--- config.mk ---
export PLATFORM = sky130hd
export DESIGN_NAME = boot_cmd_engine
export DESIGN_NICKNAME = d
export VERILOG_FILES = /design/src/design/boot_cmd_pkg.sv /design/src/design/boot_cmd_engine.sv /design/src/design/boot_resp_buffer.sv
export SDC_FILE = /design/constraint.sdc
export NUM_CORES = 1
export LEC_CHECK = 0
export ABC_AREA = 1
export BUFFER_PORTS_ARGS = -buffer_cell sky130_fd_sc_hd__clkbuf_2
export CORE_AREA = 2 2 192 194
export DETAILED_ROUTE_END_ITERATION = 10
export DIE_AREA = 0 0 194 196
export PLACE_DENSITY = 0.84
export SKIP_CTS_REPAIR_TIMING = 1
export SKIP_LAST_GASP = 1
export SYNTH_ARGS = -nofsm -noshare
export SYNTH_HDL_FRONTEND = slang
export SYNTH_HIERARCHICAL = 1
export SYNTH_SLANG_ARGS = --single-unit
--- constraint.sdc ---
create_clock -name core_clk_i -period 7.2 [get_ports core_clk_i]
set_input_delay 1.44 -clock core_clk_i [delete_from_list [all_inputs] [get_ports core_clk_i]]
set_output_delay 1.44 -clock core_clk_i [all_outputs]
set_load 0.1 [all_outputs]
--- src/design/boot_cmd_pkg.sv ---
package boot_cmd_pkg;

  // Boot phases
  typedef enum logic [1:0] {
    ST_ADJUST,
    ST_INQUIRY,
    ST_PROGRAM
  } boot_state_e;

  // Command handling phases
  typedef enum logic [3:0] {
    C_CODE,
    C_SIZE,
    C_DATA,
    C_SUM,
    C_OP,
    C_HDR,
    C_LEN,
    C_PAY,
    C_CSUM,
    C_ERR1,
    C_ERR2,
    C_ACK
  } cmd_state_e;

  localparam logic [7:0]  CMD_DEV_SEL     = 8'h10;
  localparam logic [7:0]  CMD_CLK_SEL     = 8'h11;
  localparam logic [7:0]  CMD_RATE_SEL    = 8'h3f;
  localparam logic [7:0]  CMD_TRANSITION  = 8'h40;
  localparam logic [7:0]  CMD_STATUS      = 8'h4f;
  localparam logic [7:0]  CMD_INQ_FIRST   = 8'h20;
  localparam logic [7:0]  CMD_INQ_LAST    = 8'h27;
  localparam logic [7:0]  RSP_ACK         = 8'h06;
  localparam logic [7:0]  RSP_STATUS      = 8'h5f;
  localparam logic [7:0]  ERR_RSP_FLAG    = 8'h80;
  localparam logic [7:0]  ERR_SUM         = 8'h11;
  localparam logic [7:0]  ERR_DEVICE      = 8'h21;
  localparam logic [7:0]  ERR_CLK_MODE    = 8'h22;
  localparam logic [7:0]  ERR_RATE        = 8'h24;
  localparam logic [7:0]  ERR_COMMAND     = 8'h80;
  localparam logic [7:0]  SIZE_DEV_SEL    = 8'h04;
  localparam logic [7:0]  SIZE_CLK_SEL    = 8'h01;
  localparam logic [7:0]  SIZE_RATE_SEL   = 8'h02;
  localparam logic [7:0]  PROG_ADDR_LEN   = 8'h04;
  localparam logic [31:0] STATUS_LEN      = 32'h0000_0002;
  localparam logic [1:0]  LONG_SIZE_LAST  = 2'h3;
  // Low time of a zero byte: start bit plus eight data bits
  localparam int          ADJ_LOW_BITS    = 9;
  // Divide by nine as a multiply: 455 / 4096
  localparam logic [8:0]  ADJ_MUL         = 9'h1c7;
  localparam int          ADJ_SHIFT       = 12;
  localparam logic [15:0] MIN_BIT_CYC     = 16'h0004;
  localparam logic [15:0] RESET_BIT_CYC   = 16'h01b2;

endpackage : boot_cmd_pkg

--- src/design/boot_cmd_engine.sv ---
`timescale 1ns/1ps
// Contract
// - Three boot phases: adjust, inquiry/selection, programming; start in adjust.
// - Host sends a zero byte; bit time comes from its low duration.
// - After adjustment, enter inquiry/selection and accept its commands.
// - Transition command loads erase routines, erases both arrays, then programming.
// - Programming phase runs load, sum check and blank check commands.
// - Inquiries and the acknowledge are single bytes without size or sum.
// - Long frames: code, one size byte, n data bytes, checksum.
// - All bytes from code to checksum sum to zero modulo 256; checked.
// - Failure reply is two bytes: command error code, then error type.
// - Programming frame: four address bytes plus a unit block, no size.
// - Memory read response carries a four-byte size field.
// - Inquiry phase answers the device, clock, array and unit inquiries.
// - Repeated selections: the latest one received is the one applied.
// - After transition, inquiries and selections are refused except status; the code passes them to the op handler as long frames.
// - Status inquiry answered in every phase; the code ignores it during adjust.
// - Inquiries accepted in any subset and any order.
// - Valid bit rate selection changes the serial bit time.
// - Successful selection is answered by the acknowledge byte.
// - Failed device selection: error byte, then sum or code mismatch code.
module boot_cmd_engine
  import boot_cmd_pkg::*;
#(
  parameter int          PROG_UNIT     = 128,
  parameter logic [7:0]  CMD_PROGRAM   = 8'h50,
  parameter logic [7:0]  CMD_MEM_READ  = 8'h52,
  // Arbitrary value, stands for the accepted device code
  parameter logic [31:0] DEV_CODE      = 32'h4142_4344,
  parameter logic [7:0]  NUM_CLK_MODES = 8'h02
) (
  input  wire logic        core_clk_i,
  input  wire logic        reset_i,
  input  wire logic        rxd_i,
  output logic             txd_o,
  output logic             op_req_o,
  output logic [7:0]       op_code_o,
  input  wire logic        op_done_i,
  input  wire logic        op_ok_i,
  input  wire logic [7:0]  op_err_i,
  input  wire logic [7:0]  op_resp_i,
  input  wire logic [31:0] op_len_i,
  input  wire logic        pay_valid_i,
  input  wire logic [7:0]  pay_data_i,
  output logic             pay_ready_o,
  output logic             fwd_valid_o,
  output logic [7:0]       fwd_data_o,
  output logic             frame_bad_o,
  output logic [1:0]       boot_state_o,
  output logic [15:0]      bit_cyc_o,
  output logic [31:0]      dev_code_o,
  output logic [7:0]       clk_mode_o
);

  boot_state_e boot_q;
  cmd_state_e  st_q;
  logic        rx_s1_q, rx_s2_q, rx_s3_q;
  logic [15:0] bit_q, rate_q, rx_cnt_q, tx_cnt_q;
  logic        rate_pend_q;
  logic [19:0] adj_cnt_q;
  logic        adj_run_q;
  logic [28:0] adj_prod;
  logic        rx_busy_q, rx_vld_q;
  logic [3:0]  rx_bit_q, tx_bit_q;
  logic [7:0]  rx_sh_q, b;
  logic [7:0]  cmd_q, size_q, cnt_q, sum_q, err_q, snd_code_q, tx_byte;
  logic [31:0] sh_q, len_q, ln_q;
  logic [1:0]  lcnt_q;
  logic        pay_int_q, sel_q;
  logic        buf_in_valid, buf_in_ready, buf_out_valid, buf_out_ready, emit;
  logic [7:0]  buf_out_data;
  logic        tx_busy_q;
  logic [8:0]  tx_sh_q;

  assign b = rx_sh_q;
  assign boot_state_o = boot_q;
  assign bit_cyc_o = bit_q;
  assign adj_prod = 29'(adj_cnt_q * ADJ_MUL);

  ////////////////////////////////////////////////////////////////////////
  // Pin synchroniser; only the second stage and later are read
  always_ff @(posedge core_clk_i) begin
    if (reset_i) begin
      rx_s1_q <= 1'b1;
      rx_s2_q <= 1'b1;
      rx_s3_q <= 1'b1;
    end else begin
      rx_s1_q <= rxd_i;
      rx_s2_q <= rx_s1_q;
      rx_s3_q <= rx_s2_q;
    end
  end

  ////////////////////////////////////////////////////////////////////////
  // Boot phase
  always_ff @(posedge core_clk_i) begin
    if (reset_i) begin
      boot_q <= ST_ADJUST;
    end else if (boot_q == ST_ADJUST && adj_run_q && rx_s2_q && !rx_s3_q
                 && adj_prod[ADJ_SHIFT+15:ADJ_SHIFT] >= MIN_BIT_CYC) begin
      boot_q <= ST_INQUIRY;
    end else if (st_q == C_OP && op_done_i && op_ok_i && cmd_q == CMD_TRANSITION
                 && boot_q == ST_INQUIRY) begin
      boot_q <= ST_PROGRAM;
    end
  end

  // Low time of the zero byte, from its falling to its rising edge
  always_ff @(posedge core_clk_i) begin
    if (reset_i) begin
      adj_cnt_q <= 20'h0;
      adj_run_q <= 1'b0;
    end else if (boot_q == ST_ADJUST) begin
      if (!rx_s2_q && rx_s3_q) begin
        adj_run_q <= 1'b1;
        adj_cnt_q <= 20'h1;
      end else if (adj_run_q && !rx_s2_q && adj_cnt_q != 20'hfffff) begin
        adj_cnt_q <= 20'(adj_cnt_q + 20'h1);
      end else if (rx_s2_q) begin
        adj_run_q <= 1'b0;
      end
    end
  end

  // Bit time; a new rate waits until the acknowledge has left the pin
  always_ff @(posedge core_clk_i) begin
    if (reset_i) begin
      bit_q       <= RESET_BIT_CYC;
      rate_pend_q <= 1'b0;
    end else if (boot_q == ST_ADJUST && adj_run_q && rx_s2_q && !rx_s3_q
                 && adj_prod[ADJ_SHIFT+15:ADJ_SHIFT] >= MIN_BIT_CYC) begin
      bit_q <= adj_prod[ADJ_SHIFT+15:ADJ_SHIFT];
    end else if (st_q == C_SUM && rx_vld_q && sel_q && cmd_q == CMD_RATE_SEL
                 && 8'(sum_q + b) == 8'h00 && size_q == SIZE_RATE_SEL
                 && sh_q[15:0] >= MIN_BIT_CYC) begin
      rate_pend_q <= 1'b1;
      rate_q      <= sh_q[15:0];
    end else if (rate_pend_q && !tx_busy_q && !buf_out_valid && st_q == C_CODE) begin
      bit_q       <= rate_q;
      rate_pend_q <= 1'b0;
    end
  end

  ////////////////////////////////////////////////////////////////////////
  // Receiver, sampling mid-bit
  always_ff @(posedge core_clk_i) begin
    if (reset_i) begin
      rx_busy_q <= 1'b0;
      rx_vld_q  <= 1'b0;
      rx_cnt_q  <= 16'h0;
      rx_bit_q  <= 4'h0;
      rx_sh_q   <= 8'h00;
    end else begin
      rx_vld_q <= 1'b0;
      if (boot_q == ST_ADJUST) begin
        rx_busy_q <= 1'b0;
      end else if (!rx_busy_q) begin
        if (!rx_s2_q) begin
          rx_busy_q <= 1'b1;
          rx_cnt_q  <= bit_q >> 1;
          rx_bit_q  <= 4'h0;
        end
      end else if (rx_cnt_q != 16'h0) begin
        rx_cnt_q <= 16'(rx_cnt_q - 16'h1);
      end else begin
        rx_cnt_q <= 16'(bit_q - 16'h1);
        rx_bit_q <= 4'(rx_bit_q + 4'h1);
        if (rx_bit_q == 4'h0 && rx_s2_q) begin
          rx_busy_q <= 1'b0;
        end else if (rx_bit_q == 4'h9) begin
          rx_busy_q <= 1'b0;
          rx_vld_q  <= rx_s2_q;  // Framing error drops the byte
        end else if (rx_bit_q != 4'h0) begin
          rx_sh_q <= {rx_s2_q, rx_sh_q[7:1]};
        end
      end
    end
  end

  ////////////////////////////////////////////////////////////////////////
  // Command engine
  assign emit = buf_in_valid && buf_in_ready;
  assign pay_ready_o = (st_q == C_PAY) && !pay_int_q && buf_in_ready;

  always_comb begin
    case (st_q)
      C_HDR:   tx_byte = snd_code_q;
      C_LEN:   tx_byte = 8'(len_q >> {lcnt_q, 3'b000});
      C_PAY:   tx_byte = pay_int_q ? ((ln_q == STATUS_LEN) ? {6'h00, boot_q} : err_q) : pay_data_i;
      C_CSUM:  tx_byte = 8'(8'h00 - sum_q);
      C_ERR1:  tx_byte = cmd_q | ERR_RSP_FLAG;
      C_ERR2:  tx_byte = err_q;
      C_ACK:   tx_byte = RSP_ACK;
      default: tx_byte = 8'h00;
    endcase
    buf_in_valid = (st_q >= C_HDR) && (st_q != C_PAY || pay_int_q || pay_valid_i);
  end

  always_ff @(posedge core_clk_i) begin
    if (reset_i) begin
      st_q        <= C_CODE;
      cmd_q       <= 8'h00;
      size_q      <= 8'h00;
      cnt_q       <= 8'h00;
      sum_q       <= 8'h00;
      sh_q        <= 32'h0;
      err_q       <= 8'h00;
      snd_code_q  <= 8'h00;
      len_q       <= 32'h0;
      ln_q        <= 32'h0;
      lcnt_q      <= 2'h0;
      pay_int_q   <= 1'b0;
      sel_q       <= 1'b0;
      op_req_o    <= 1'b0;
      op_code_o   <= 8'h00;
      fwd_valid_o <= 1'b0;
      fwd_data_o  <= 8'h00;
      frame_bad_o <= 1'b0;
      dev_code_o  <= 32'h0;
      clk_mode_o  <= 8'h00;
    end else begin
      op_req_o    <= 1'b0;
      fwd_valid_o <= 1'b0;
      frame_bad_o <= 1'b0;
      case (st_q)
        // Bytes that arrive while answering are dropped
        C_CODE: if (rx_vld_q && boot_q != ST_ADJUST) begin
          cmd_q <= b;
          sum_q <= b;
          cnt_q <= 8'h00;
          sh_q  <= 32'h0;
          sel_q <= 1'b0;
          pay_int_q <= 1'b0;
          if (b == CMD_STATUS) begin
            snd_code_q <= RSP_STATUS;
            len_q      <= STATUS_LEN;
            pay_int_q  <= 1'b1;
            st_q       <= C_HDR;
          end else if (boot_q == ST_PROGRAM) begin
            if (b == CMD_PROGRAM) begin
              size_q <= 8'(PROG_ADDR_LEN + PROG_UNIT);
              st_q   <= C_DATA;
            end else begin
              st_q <= C_SIZE;
            end
          end else if ((b >= CMD_INQ_FIRST && b <= CMD_INQ_LAST) || b == CMD_TRANSITION) begin
            op_req_o  <= 1'b1;
            op_code_o <= b;
            st_q      <= C_OP;
          end else if (b == CMD_DEV_SEL || b == CMD_CLK_SEL || b == CMD_RATE_SEL) begin
            sel_q <= 1'b1;
            st_q  <= C_SIZE;
          end else begin
            err_q <= ERR_COMMAND;
            st_q  <= C_ERR1;
          end
        end
        C_SIZE: if (rx_vld_q) begin
          size_q <= b;
          sum_q  <= 8'(sum_q + b);
          st_q   <= (b == 8'h00) ? C_SUM : C_DATA;
        end
        C_DATA: if (rx_vld_q) begin
          sum_q <= 8'(sum_q + b);
          sh_q  <= {sh_q[23:0], b};
          cnt_q <= 8'(cnt_q + 8'h01);
          if (boot_q == ST_PROGRAM) begin
            fwd_valid_o <= 1'b1;
            fwd_data_o  <= b;
          end
          if (8'(cnt_q + 8'h01) == size_q) st_q <= C_SUM;
        end
        C_SUM: if (rx_vld_q) begin
          if (8'(sum_q + b) != 8'h00) begin
            err_q       <= ERR_SUM;
            frame_bad_o <= 1'b1;
            st_q        <= C_ERR1;
          end else if (!sel_q) begin
            op_req_o  <= 1'b1;
            op_code_o <= cmd_q;
            st_q      <= C_OP;
          end else if (cmd_q == CMD_DEV_SEL) begin
            if (size_q == SIZE_DEV_SEL && sh_q == DEV_CODE) begin
              dev_code_o <= sh_q;
              st_q       <= C_ACK;
            end else begin
              err_q <= ERR_DEVICE;
              st_q  <= C_ERR1;
            end
          end else if (cmd_q == CMD_CLK_SEL) begin
            if (size_q == SIZE_CLK_SEL && sh_q[7:0] < NUM_CLK_MODES) begin
              clk_mode_o <= sh_q[7:0];
              st_q       <= C_ACK;
            end else begin
              err_q <= ERR_CLK_MODE;
              st_q  <= C_ERR1;
            end
          end else if (size_q == SIZE_RATE_SEL && sh_q[15:0] >= MIN_BIT_CYC) begin
            st_q <= C_ACK;
          end else begin
            err_q <= ERR_RATE;
            st_q  <= C_ERR1;
          end
        end
        C_OP: if (op_done_i) begin
          if (!op_ok_i) begin
            err_q <= op_err_i;
            st_q  <= C_ERR1;
          end else if (op_len_i == 32'h0) begin
            st_q <= C_ACK;
          end else begin
            snd_code_q <= op_resp_i;
            len_q      <= op_len_i;
            st_q       <= C_HDR;
          end
        end
        C_HDR: if (emit) begin
          sum_q  <= tx_byte;
          ln_q   <= len_q;
          lcnt_q <= (cmd_q == CMD_MEM_READ) ? LONG_SIZE_LAST : 2'h0;
          st_q   <= C_LEN;
        end
        C_LEN: if (emit) begin
          sum_q  <= 8'(sum_q + tx_byte);
          lcnt_q <= 2'(lcnt_q - 2'h1);
          if (lcnt_q == 2'h0) st_q <= (len_q == 32'h0) ? C_CSUM : C_PAY;
        end
        C_PAY: if (emit) begin
          sum_q <= 8'(sum_q + tx_byte);
          ln_q  <= 32'(ln_q - 32'h1);
          if (ln_q == 32'h1) st_q <= C_CSUM;
        end
        C_ERR1: if (emit) st_q <= C_ERR2;
        C_CSUM, C_ERR2, C_ACK: if (emit) st_q <= C_CODE;
        default: st_q <= C_CODE;
      endcase
    end
  end

  ////////////////////////////////////////////////////////////////////////
  // Transmit path; the buffer absorbs a byte while the shifter is busy
  boot_resp_buffer #(
    .W (8)
  ) u_buf (
    .core_clk_i  (core_clk_i),
    .reset_i     (reset_i),
    .in_valid_i  (buf_in_valid),
    .in_data_i   (tx_byte),
    .in_ready_o  (buf_in_ready),
    .out_valid_o (buf_out_valid),
    .out_data_o  (buf_out_data),
    .out_ready_i (buf_out_ready)
  );

  assign buf_out_ready = !tx_busy_q;

  always_ff @(posedge core_clk_i) begin
    if (reset_i) begin
      tx_busy_q <= 1'b0;
      tx_cnt_q  <= 16'h0;
      tx_bit_q  <= 4'h0;
      tx_sh_q   <= 9'h1ff;
      txd_o     <= 1'b1;
    end else if (!tx_busy_q) begin
      if (buf_out_valid) begin
        tx_busy_q <= 1'b1;
        tx_sh_q   <= {1'b1, buf_out_data};
        txd_o     <= 1'b0;
        tx_cnt_q  <= 16'(bit_q - 16'h1);
        tx_bit_q  <= 4'h0;
      end
    end else if (tx_cnt_q != 16'h0) begin
      tx_cnt_q <= 16'(tx_cnt_q - 16'h1);
    end else if (tx_bit_q == 4'h9) begin
      tx_busy_q <= 1'b0;
    end else begin
      txd_o    <= tx_sh_q[0];
      tx_sh_q  <= {1'b1, tx_sh_q[8:1]};
      tx_bit_q <= 4'(tx_bit_q + 4'h1);
      tx_cnt_q <= 16'(bit_q - 16'h1);
    end
  end

endmodule : boot_cmd_engine

--- src/design/boot_resp_buffer.sv ---
`timescale 1ns/1ps
module boot_resp_buffer #(
  parameter int W = 8
) (
  input  wire logic         core_clk_i,
  input  wire logic         reset_i,
  input  wire logic         in_valid_i,
  input  wire logic [W-1:0] in_data_i,
  output logic              in_ready_o,
  output logic              out_valid_o,
  output logic [W-1:0]      out_data_o,
  input  wire logic         out_ready_i
);

  logic [W-1:0] mem_q [0:1];
  logic         wr_ptr_q;
  logic         rd_ptr_q;
  logic [1:0]   cnt_q;
  logic         push;
  logic         pop;

  assign in_ready_o  = (cnt_q != 2'h2);
  assign out_valid_o = (cnt_q != 2'h0);
  assign out_data_o  = mem_q[rd_ptr_q];
  assign push        = in_valid_i && in_ready_o;
  assign pop         = out_valid_o && out_ready_i;

  always_ff @(posedge core_clk_i) begin
    if (push) begin
      mem_q[wr_ptr_q] <= in_data_i;
    end
  end

  always_ff @(posedge core_clk_i) begin
    if (reset_i) begin
      wr_ptr_q <= 1'b0;
      rd_ptr_q <= 1'b0;
      cnt_q    <= 2'h0;
    end else begin
      if (push) wr_ptr_q <= ~wr_ptr_q;
      if (pop) rd_ptr_q <= ~rd_ptr_q;
      cnt_q <= 2'(cnt_q + {1'b0, push} - {1'b0, pop});
    end
  end

endmodule : boot_resp_buffer

* Word-level counts from Yosys, hierarchy flattened
Memories as Yosys holds them, arrays and structs flattened. A register that Yosys moved wholly into a read port is not among the register bits.
Cells that the tools add are included.
** Operators by class
- Add/subtract/negate cells :: 14
- $mul :: 1
- Div/mod/pow operators :: 0
- Magnitude comparators :: 6
- Equal/unequal tests :: 75
- Shift-type cells :: 1
- Mux-type cells :: 155
- Bitwise operators :: 14
- Reductions and logical operators :: 100
** Operators by type and width (count)
- $mux W8 :: 40
- $mux W32 :: 9
- $pmux W32 S2 :: 3
- $mux W16 :: 10
- $mux W4 :: 31
- $logic_not A32 Y1 :: 2
- $pmux W8 S2 :: 4
- $pmux W8 S7 :: 1
- $sub A16 B1 Y16 const B :: 3
- $ne A2 B2 Y1 const B :: 21
- $eq A8 B7 Y1 const B :: 5
- $mux W20 :: 2
- $pmux W4 S10 :: 1
- $mux W1 :: 39
- $mux W9 :: 4
- $eq A32 B1 Y1 const B :: 1
- $eq A32 B2 Y1 const B :: 1
- $eq A32 B31 Y1 const B :: 1
- $eq A8 B5 Y1 const B :: 4
- $ge A16 B3 Y1 const B :: 2
- $pmux W8 S4 :: 1
- $reduce_bool A16 Y1 :: 2
- $shr A32 B5 Y8 :: 1
- $sub A32 B1 Y32 const B :: 1
- other kinds (56) :: 177
** Storage, ports and cells
- Register bits after elaboration :: 335
- Bits in latches :: 0
- Bits in writable memories :: 16
- Bits in read-only memories :: 0
- Word-level logic and storage cells :: 410
- Memories :: 1
** Memories
- u_buf.mem_q :: words 2, bits a word 8, read ports 1, clocked after memory_dff 1, wr ports 1, line boot_resp_buffer.sv:15 : logic [W-1:0] mem_q [0:1];

* Logic depth before layout (Yosys ltp)
- Depth in word-level cells :: 9
- Depth in mapped cells :: 29
- Depth with buffers taken out :: 28

* Modules after synthesis
Netlist, hierarchy kept.
** By module, submodules not included
- boot_cmd_engine :: times used 1, cells an instance 3059, area each 21097.7 um2
- boot_resp_buffer :: times used 1, cells an instance 62, area each 875.8 um2

* Least setup slack after synthesis
OpenSTA, ideal clock, no wires.
- Path kind :: flip-flop to flip-flop
- From :: register adj_cnt_q[12]
- To :: register rate_q[0] (enable)
- Library setup time :: 388 ps
- Data arrival time :: 4784 ps
- Required time :: 6812 ps
- Setup slack :: 2027 ps
- Stages on the path, launching flop included :: 24
- Path buffers :: 1
- Clock period less this slack :: 5173 ps
- Cells stage by stage :: dfxtp_1 -> inv_1 -> fa_1 -> inv_1 -> ha_1 -> fa_1 -> inv_1 -> fa_1 -> inv_1 -> ha_1 -> nand2_1 -> inv_1 -> a21oi_1 -> nand2_1 -> inv_1 -> nand3b_1 -> nand2_1 -> nand3_1 -> nor2_1 -> nand3_1 -> nand2_2 -> buf_4 -> nand2_1 -> nor2_1
** On the way
- Word-level cells in the longest chain between the ends :: 5
** RTL lines
- start: declaration :: line boot_cmd_engine.sv:60 : logic [19:0] adj_cnt_q;
- start signal: assignment :: line boot_cmd_engine.sv:118 : adj_cnt_q <= 20'(adj_cnt_q + 20'h1);
- $mul A20 B9 Y28 :: line boot_cmd_engine.sv:78 : assign adj_prod = 29'(adj_cnt_q * ADJ_MUL);
- $ge A16 B3 Y1 :: line boot_cmd_engine.sv:131 : && adj_prod[ADJ_SHIFT+15:ADJ_SHIFT] >= MIN_BIT_CYC) begin
- $logic_and A1 B1 Y1 :: line boot_cmd_engine.sv:131
- $not A1 Y1 (no line)
- $reduce_and A3 Y1 (no line)
- end signal: assignment :: line boot_cmd_engine.sv:137 : rate_q <= sh_q[15:0];
- end: declaration :: line boot_cmd_engine.sv:58 : logic [15:0] bit_q, rate_q, rx_cnt_q, tx_cnt_q;
Every way passes these cells.
A chain may end at the register's enable or synchronous reset.

* Worst setup path after layout
- From :: register adj_cnt_q[12]
- To :: register rate_q[9] (enable)
Same word-level chain as after synthesis.

==> flow_metrics.py <==
metrics = {
    "worst_setup_path": {
        "worstPathArrival_ns": 6.12,
        "r2r_slack_ns": 1.33,
        "cp.depth": 24,
        "critPathMaxFanout": 30,
        "end_kind": "flop",
        "rr_endpoint": "rate_q[9]$_DFFE_PP_",
        "crit_required_ns": 7.45,
        "crit_path_top_delay_cell": "fa_1",
        "r2r_cells": 24,
        "startpoint_type": "flop",
        "rr_startpoint": "adj_cnt_q[12]$_SDFFE_PP0P_",
        "cpPeakStageDelay_ns": 0.54,
        "endpoint": "rate_q[9]$_DFFE_PP_",
        "critPathLaunch": "adj_cnt_q[12]$_SDFFE_PP0P_",
        "crit_chain": "inv_1 > fa_1 > inv_1 > ha_1 > fa_1 > inv_1 > fa_1 > inv_1 > ha_1 > nand2_1 > nor2_1 > inv_1 > nor2_1 > nand4_1 > nand3_1 > nand2_1 > nand2_1 > nand2_1 > nor2_1 > nand3_1 > nand2_2 > nand2_1 > nor2_1 > buf_4",
        "cp_top_family": "adder cells",
        "path_class": "flop to flop",
        "critPathBufInv": 6,
    },
    "finish": {
        "final_common_cell": "nand2_1",
        "nFillCells": 3113,
        "fin_util_pct": 67.14,
        "stdcell_count": 3712,
        "syn_to_final_growth_pct": 10.25,
        "mostFrequentLayoutCells": "nand2_1 (588), inv_1 (493), nor2_1 (320)",
        "post_route_cells_drive_above_1_share_pct": 9.309,
        "nets": 3434,
        "antennaDiodeCount": 0,
    },
    "clocking": {
        "cts_buffers": 38,
        "clock-sinks": 351,
        "cts_tree": "built",
        "cts_root_buf": "clkbuf_16",
        "cts_buffer_depth": 3,
        "htreeDepth": 2,
        "clkLatencyLatePin_ns": 0.57,
        "clk_pin_slew_ns": 0.07,
    },
    "die": {
        "ios": 141,
        "die_y_microns": 196,
        "die_width_microns": 194,
        "coreArea_sq_um": 36080,
        "rows": 70,
        "initial_core_util_pct": 60.89,
        "dieArea_sq_um": 38020,
    },
    "hold_path": {
        "min_path_type": "flop to flop",
    },
    "drt": {
        "wire_per_inst_microns": 17.65,
        "drtIter0Drc": 1886,
        "drt_wl_total_microns": 65520,
        "detail-route-antenna-nets": 0,
        "drc": 0,
        "firstDrtPassIters": 6,
        "vias_per_cell": 5.770,
        "num_vias": 21420,
    },
    "sta": {
        "setup_viol": 0,
        "slew_viol_final": 0,
        "max_slew_margin_pct": 23.92,
        "tightestPinTransition_ns": 1.137,
        "fin_skew_ns": 0.01978,
        "finalHoldViolCount": 0,
        "fin_crit_sh_pct": 81.52,
        "period_needed_ns": 5.870,
        "fmax_ghz": 0.1704,
        "rsz0062_at_grt": "false",
        "fin_tns_setup_ns": 0,
    },
    "yosys": {
        "yosys_warnings": 6,
        "synth-simple-area-share_pct": 25.64,
        "ys_ff_latch": 351,
        "synth_mux_area_share_pct": 0.5466,
        "synth_cell_types": 60,
        "synth-edff-count": 32,
        "synthAdderAreaFrac_pct": 10.50,
        "synthXorXnorAreaFrac_pct": 2.989,
        "synth-seq-area-share_pct": 33.44,
        "async_reset_ff_share_pct": 0,
        "synth_top_family_by_area": "simple AND/OR/NAND/NOR gates",
        "syn_area_sq_um": 21970,
        "avgSynthCellArea_sq_um": 7.041,
        "ys_dominant_reg_cell": "dfxtp_1",
        "synth-compound-area-share_pct": 16.00,
        "mappedNetlistNets": 3341,
        "syn-instance-count": 3121,
    },
    "grt": {
        "grt_start_max_net_pins": 124,
        "track_usage_pct": 33.88,
        "grt_pass1_wl_microns": 105000,
        "antenna_found_initial": 0,
        "grt_pass1_vias": 20550,
        "grt-ovfl-total": 0,
    },
    "run_status": {
        "status": "finished clean",
    },
    "power": {
        "vdd_drop_max_v": 0.0002559,
        "leakagePower_nw": 11.31,
        "internal-power_w": 0.003375,
        "clkPwrFrac_pct": 42.1,
        "powerDensity_nw_per_um2": 196.2,
        "switching_share_pct": 28.98,
        "p_seq_share_pct": 44.4,
        "combPwrFrac_pct": 13.5,
        "p_sw_w": 0.001377,
    },
    "job": {
        "cap_violations": 0,
    },
    "place": {
        "dp.cells": 3642,
        "hpwl_microns": 49640,
        "gp_congestion": 1.008,
        "port_buffers": 140,
    },
}
[routing by layer]
layer / vias to the layer above / GRT usage [%] / wire length [microns]
li1: 10430 / - / -
met1: 10010 / 44.60 / 28200
met2: 850 / 57.56 / 30960
met3: 131 / 4.573 / 4409
met4: 0 / 11.39 / 1950
met5: - / 0 / 0
[cell type report]
class | instances | area [sq um] | area share (%)
Clock buffer | 48 | 1050 | 4.333
Clock inverter | 22 | 232.7 | 0.9606
Inverter | 516 | 1943 | 8.021
Multi-Input combinational cell | 2152 | 12250 | 50.56
Sequential cell | 351 | 7347 | 30.33
Tap cell | 468 | 585.6 | 2.417
Timing Repair Buffer | 155 | 819.5 | 3.383
[Yosys cell counts, drive strengths merged, types with 8 or more instances]
library cell    n  area, sq um
a221oi         11        115.1
a31oi          20        125.1
o211ai         14        105.1
o21ai         179        899.6
nor2          344         1409
nand4          49        306.5
xnor2          22        192.7
inv           513         1931
nor3           47        235.2
mux2            8        120.1
ha            114         1426
buf            31        183.9
a211oi         55        412.9
o22ai          13        81.33
fa             44        880.8
nor4           28        187.7
nand3b         14        105.1
clkbuf         71        266.5
or2             8        50.05
dfxtp         319         6386
xor2           53        464.2
nand2         600         2295
edfxtp         32        960.9
a21oi         287         1448
nand3         197        996.0
[through the flow]
step | setup WS (ns) | total power (W) | hold slack (ns) | instance area [sq um]
global route | 0.8706 | 0.004934 | 0.4568 | 24230
CTS | 1.415 | 0.004760 | 0.4479 | 24230
global placement | 1.619 | 0.002739 | 0.3927 | 22940
finish | 1.330 | 0.004753 | 0.4396 | 24230
detailed placement | 1.438 | 0.002777 | 0.4216 | 22940
floorplan | 2.027 | 0.002631 | 0.3895 | 21970
[cells by family (layout without fill, tap and decap cells)]
kind of cell    Yosys count  count (layout)
compound gates          617             617
xor+xnor                 75              75
fa+ha+maj               158             158
buf+inv                 618             741
flops                   351             351
mux                       8               8
simple gates           1294            1294
[worst min path at each step]
stage | cells after the start | startpoint | slack [ns] | to
final | 1 | rx_s1_q$_SDFF_PP1_ | 0.44 | rx_s2_q$_SDFF_PP1_
after global routing | 1 | rx_s1_q$_SDFF_PP1_ | 0.46 | rx_s2_q$_SDFF_PP1_
after CTS | 1 | rx_s1_q$_SDFF_PP1_ | 0.45 | rx_s2_q$_SDFF_PP1_
after detailed placement | 1 | rx_s1_q$_SDFF_PP1_ | 0.42 | rx_s2_q$_SDFF_PP1_
after global placement | 1 | rx_s1_q$_SDFF_PP1_ | 0.39 | rx_s2_q$_SDFF_PP1_
after floorplan | 1 | rx_s1_q$_SDFF_PP1_ | 0.39 | rx_s2_q$_SDFF_PP1_
[sequential cells by signal, indices dropped and copies added (netlist names), 20 cells and up, named ones only]
signal,cells
adj_cnt_q,20
ln_q,32
dev_code_o,32
len_q,32
sh_q,32
[power groups by stage]
stage	combinational (W)	clock, W	sequential (W)
5_1_grt	0.000711	0.00210	0.00212
3_3_place_gp	0.000594	0	0.00215
4_1_cts	0.000631	0.00202	0.00211
3_5_place_dp	0.000627	0	0.00215
2_1_floorplan	0.000489	0	0.00214
6_report	0.000640	0.00200	0.00211
[worst reg2reg max path, stage by stage (launching register included)]
cell and delay [ns]:
dfxtp_1 0.49, inv_1 0.11, fa_1 0.54, inv_1 0.04
ha_1 0.36, fa_1 0.53, inv_1 0.06, fa_1 0.51
inv_1 0.04, ha_1 0.37, nand2_1 0.10, nor2_1 0.21
inv_1 0.06, nor2_1 0.14, nand4_1 0.15, nand3_1 0.12
nand2_1 0.05, nand2_1 0.11, nand2_1 0.06, nor2_1 0.11
nand3_1 0.32, nand2_2 0.54, nand2_1 0.17, nor2_1 0.13
buf_4 0.24
Power figures use the tool's default switching activity.
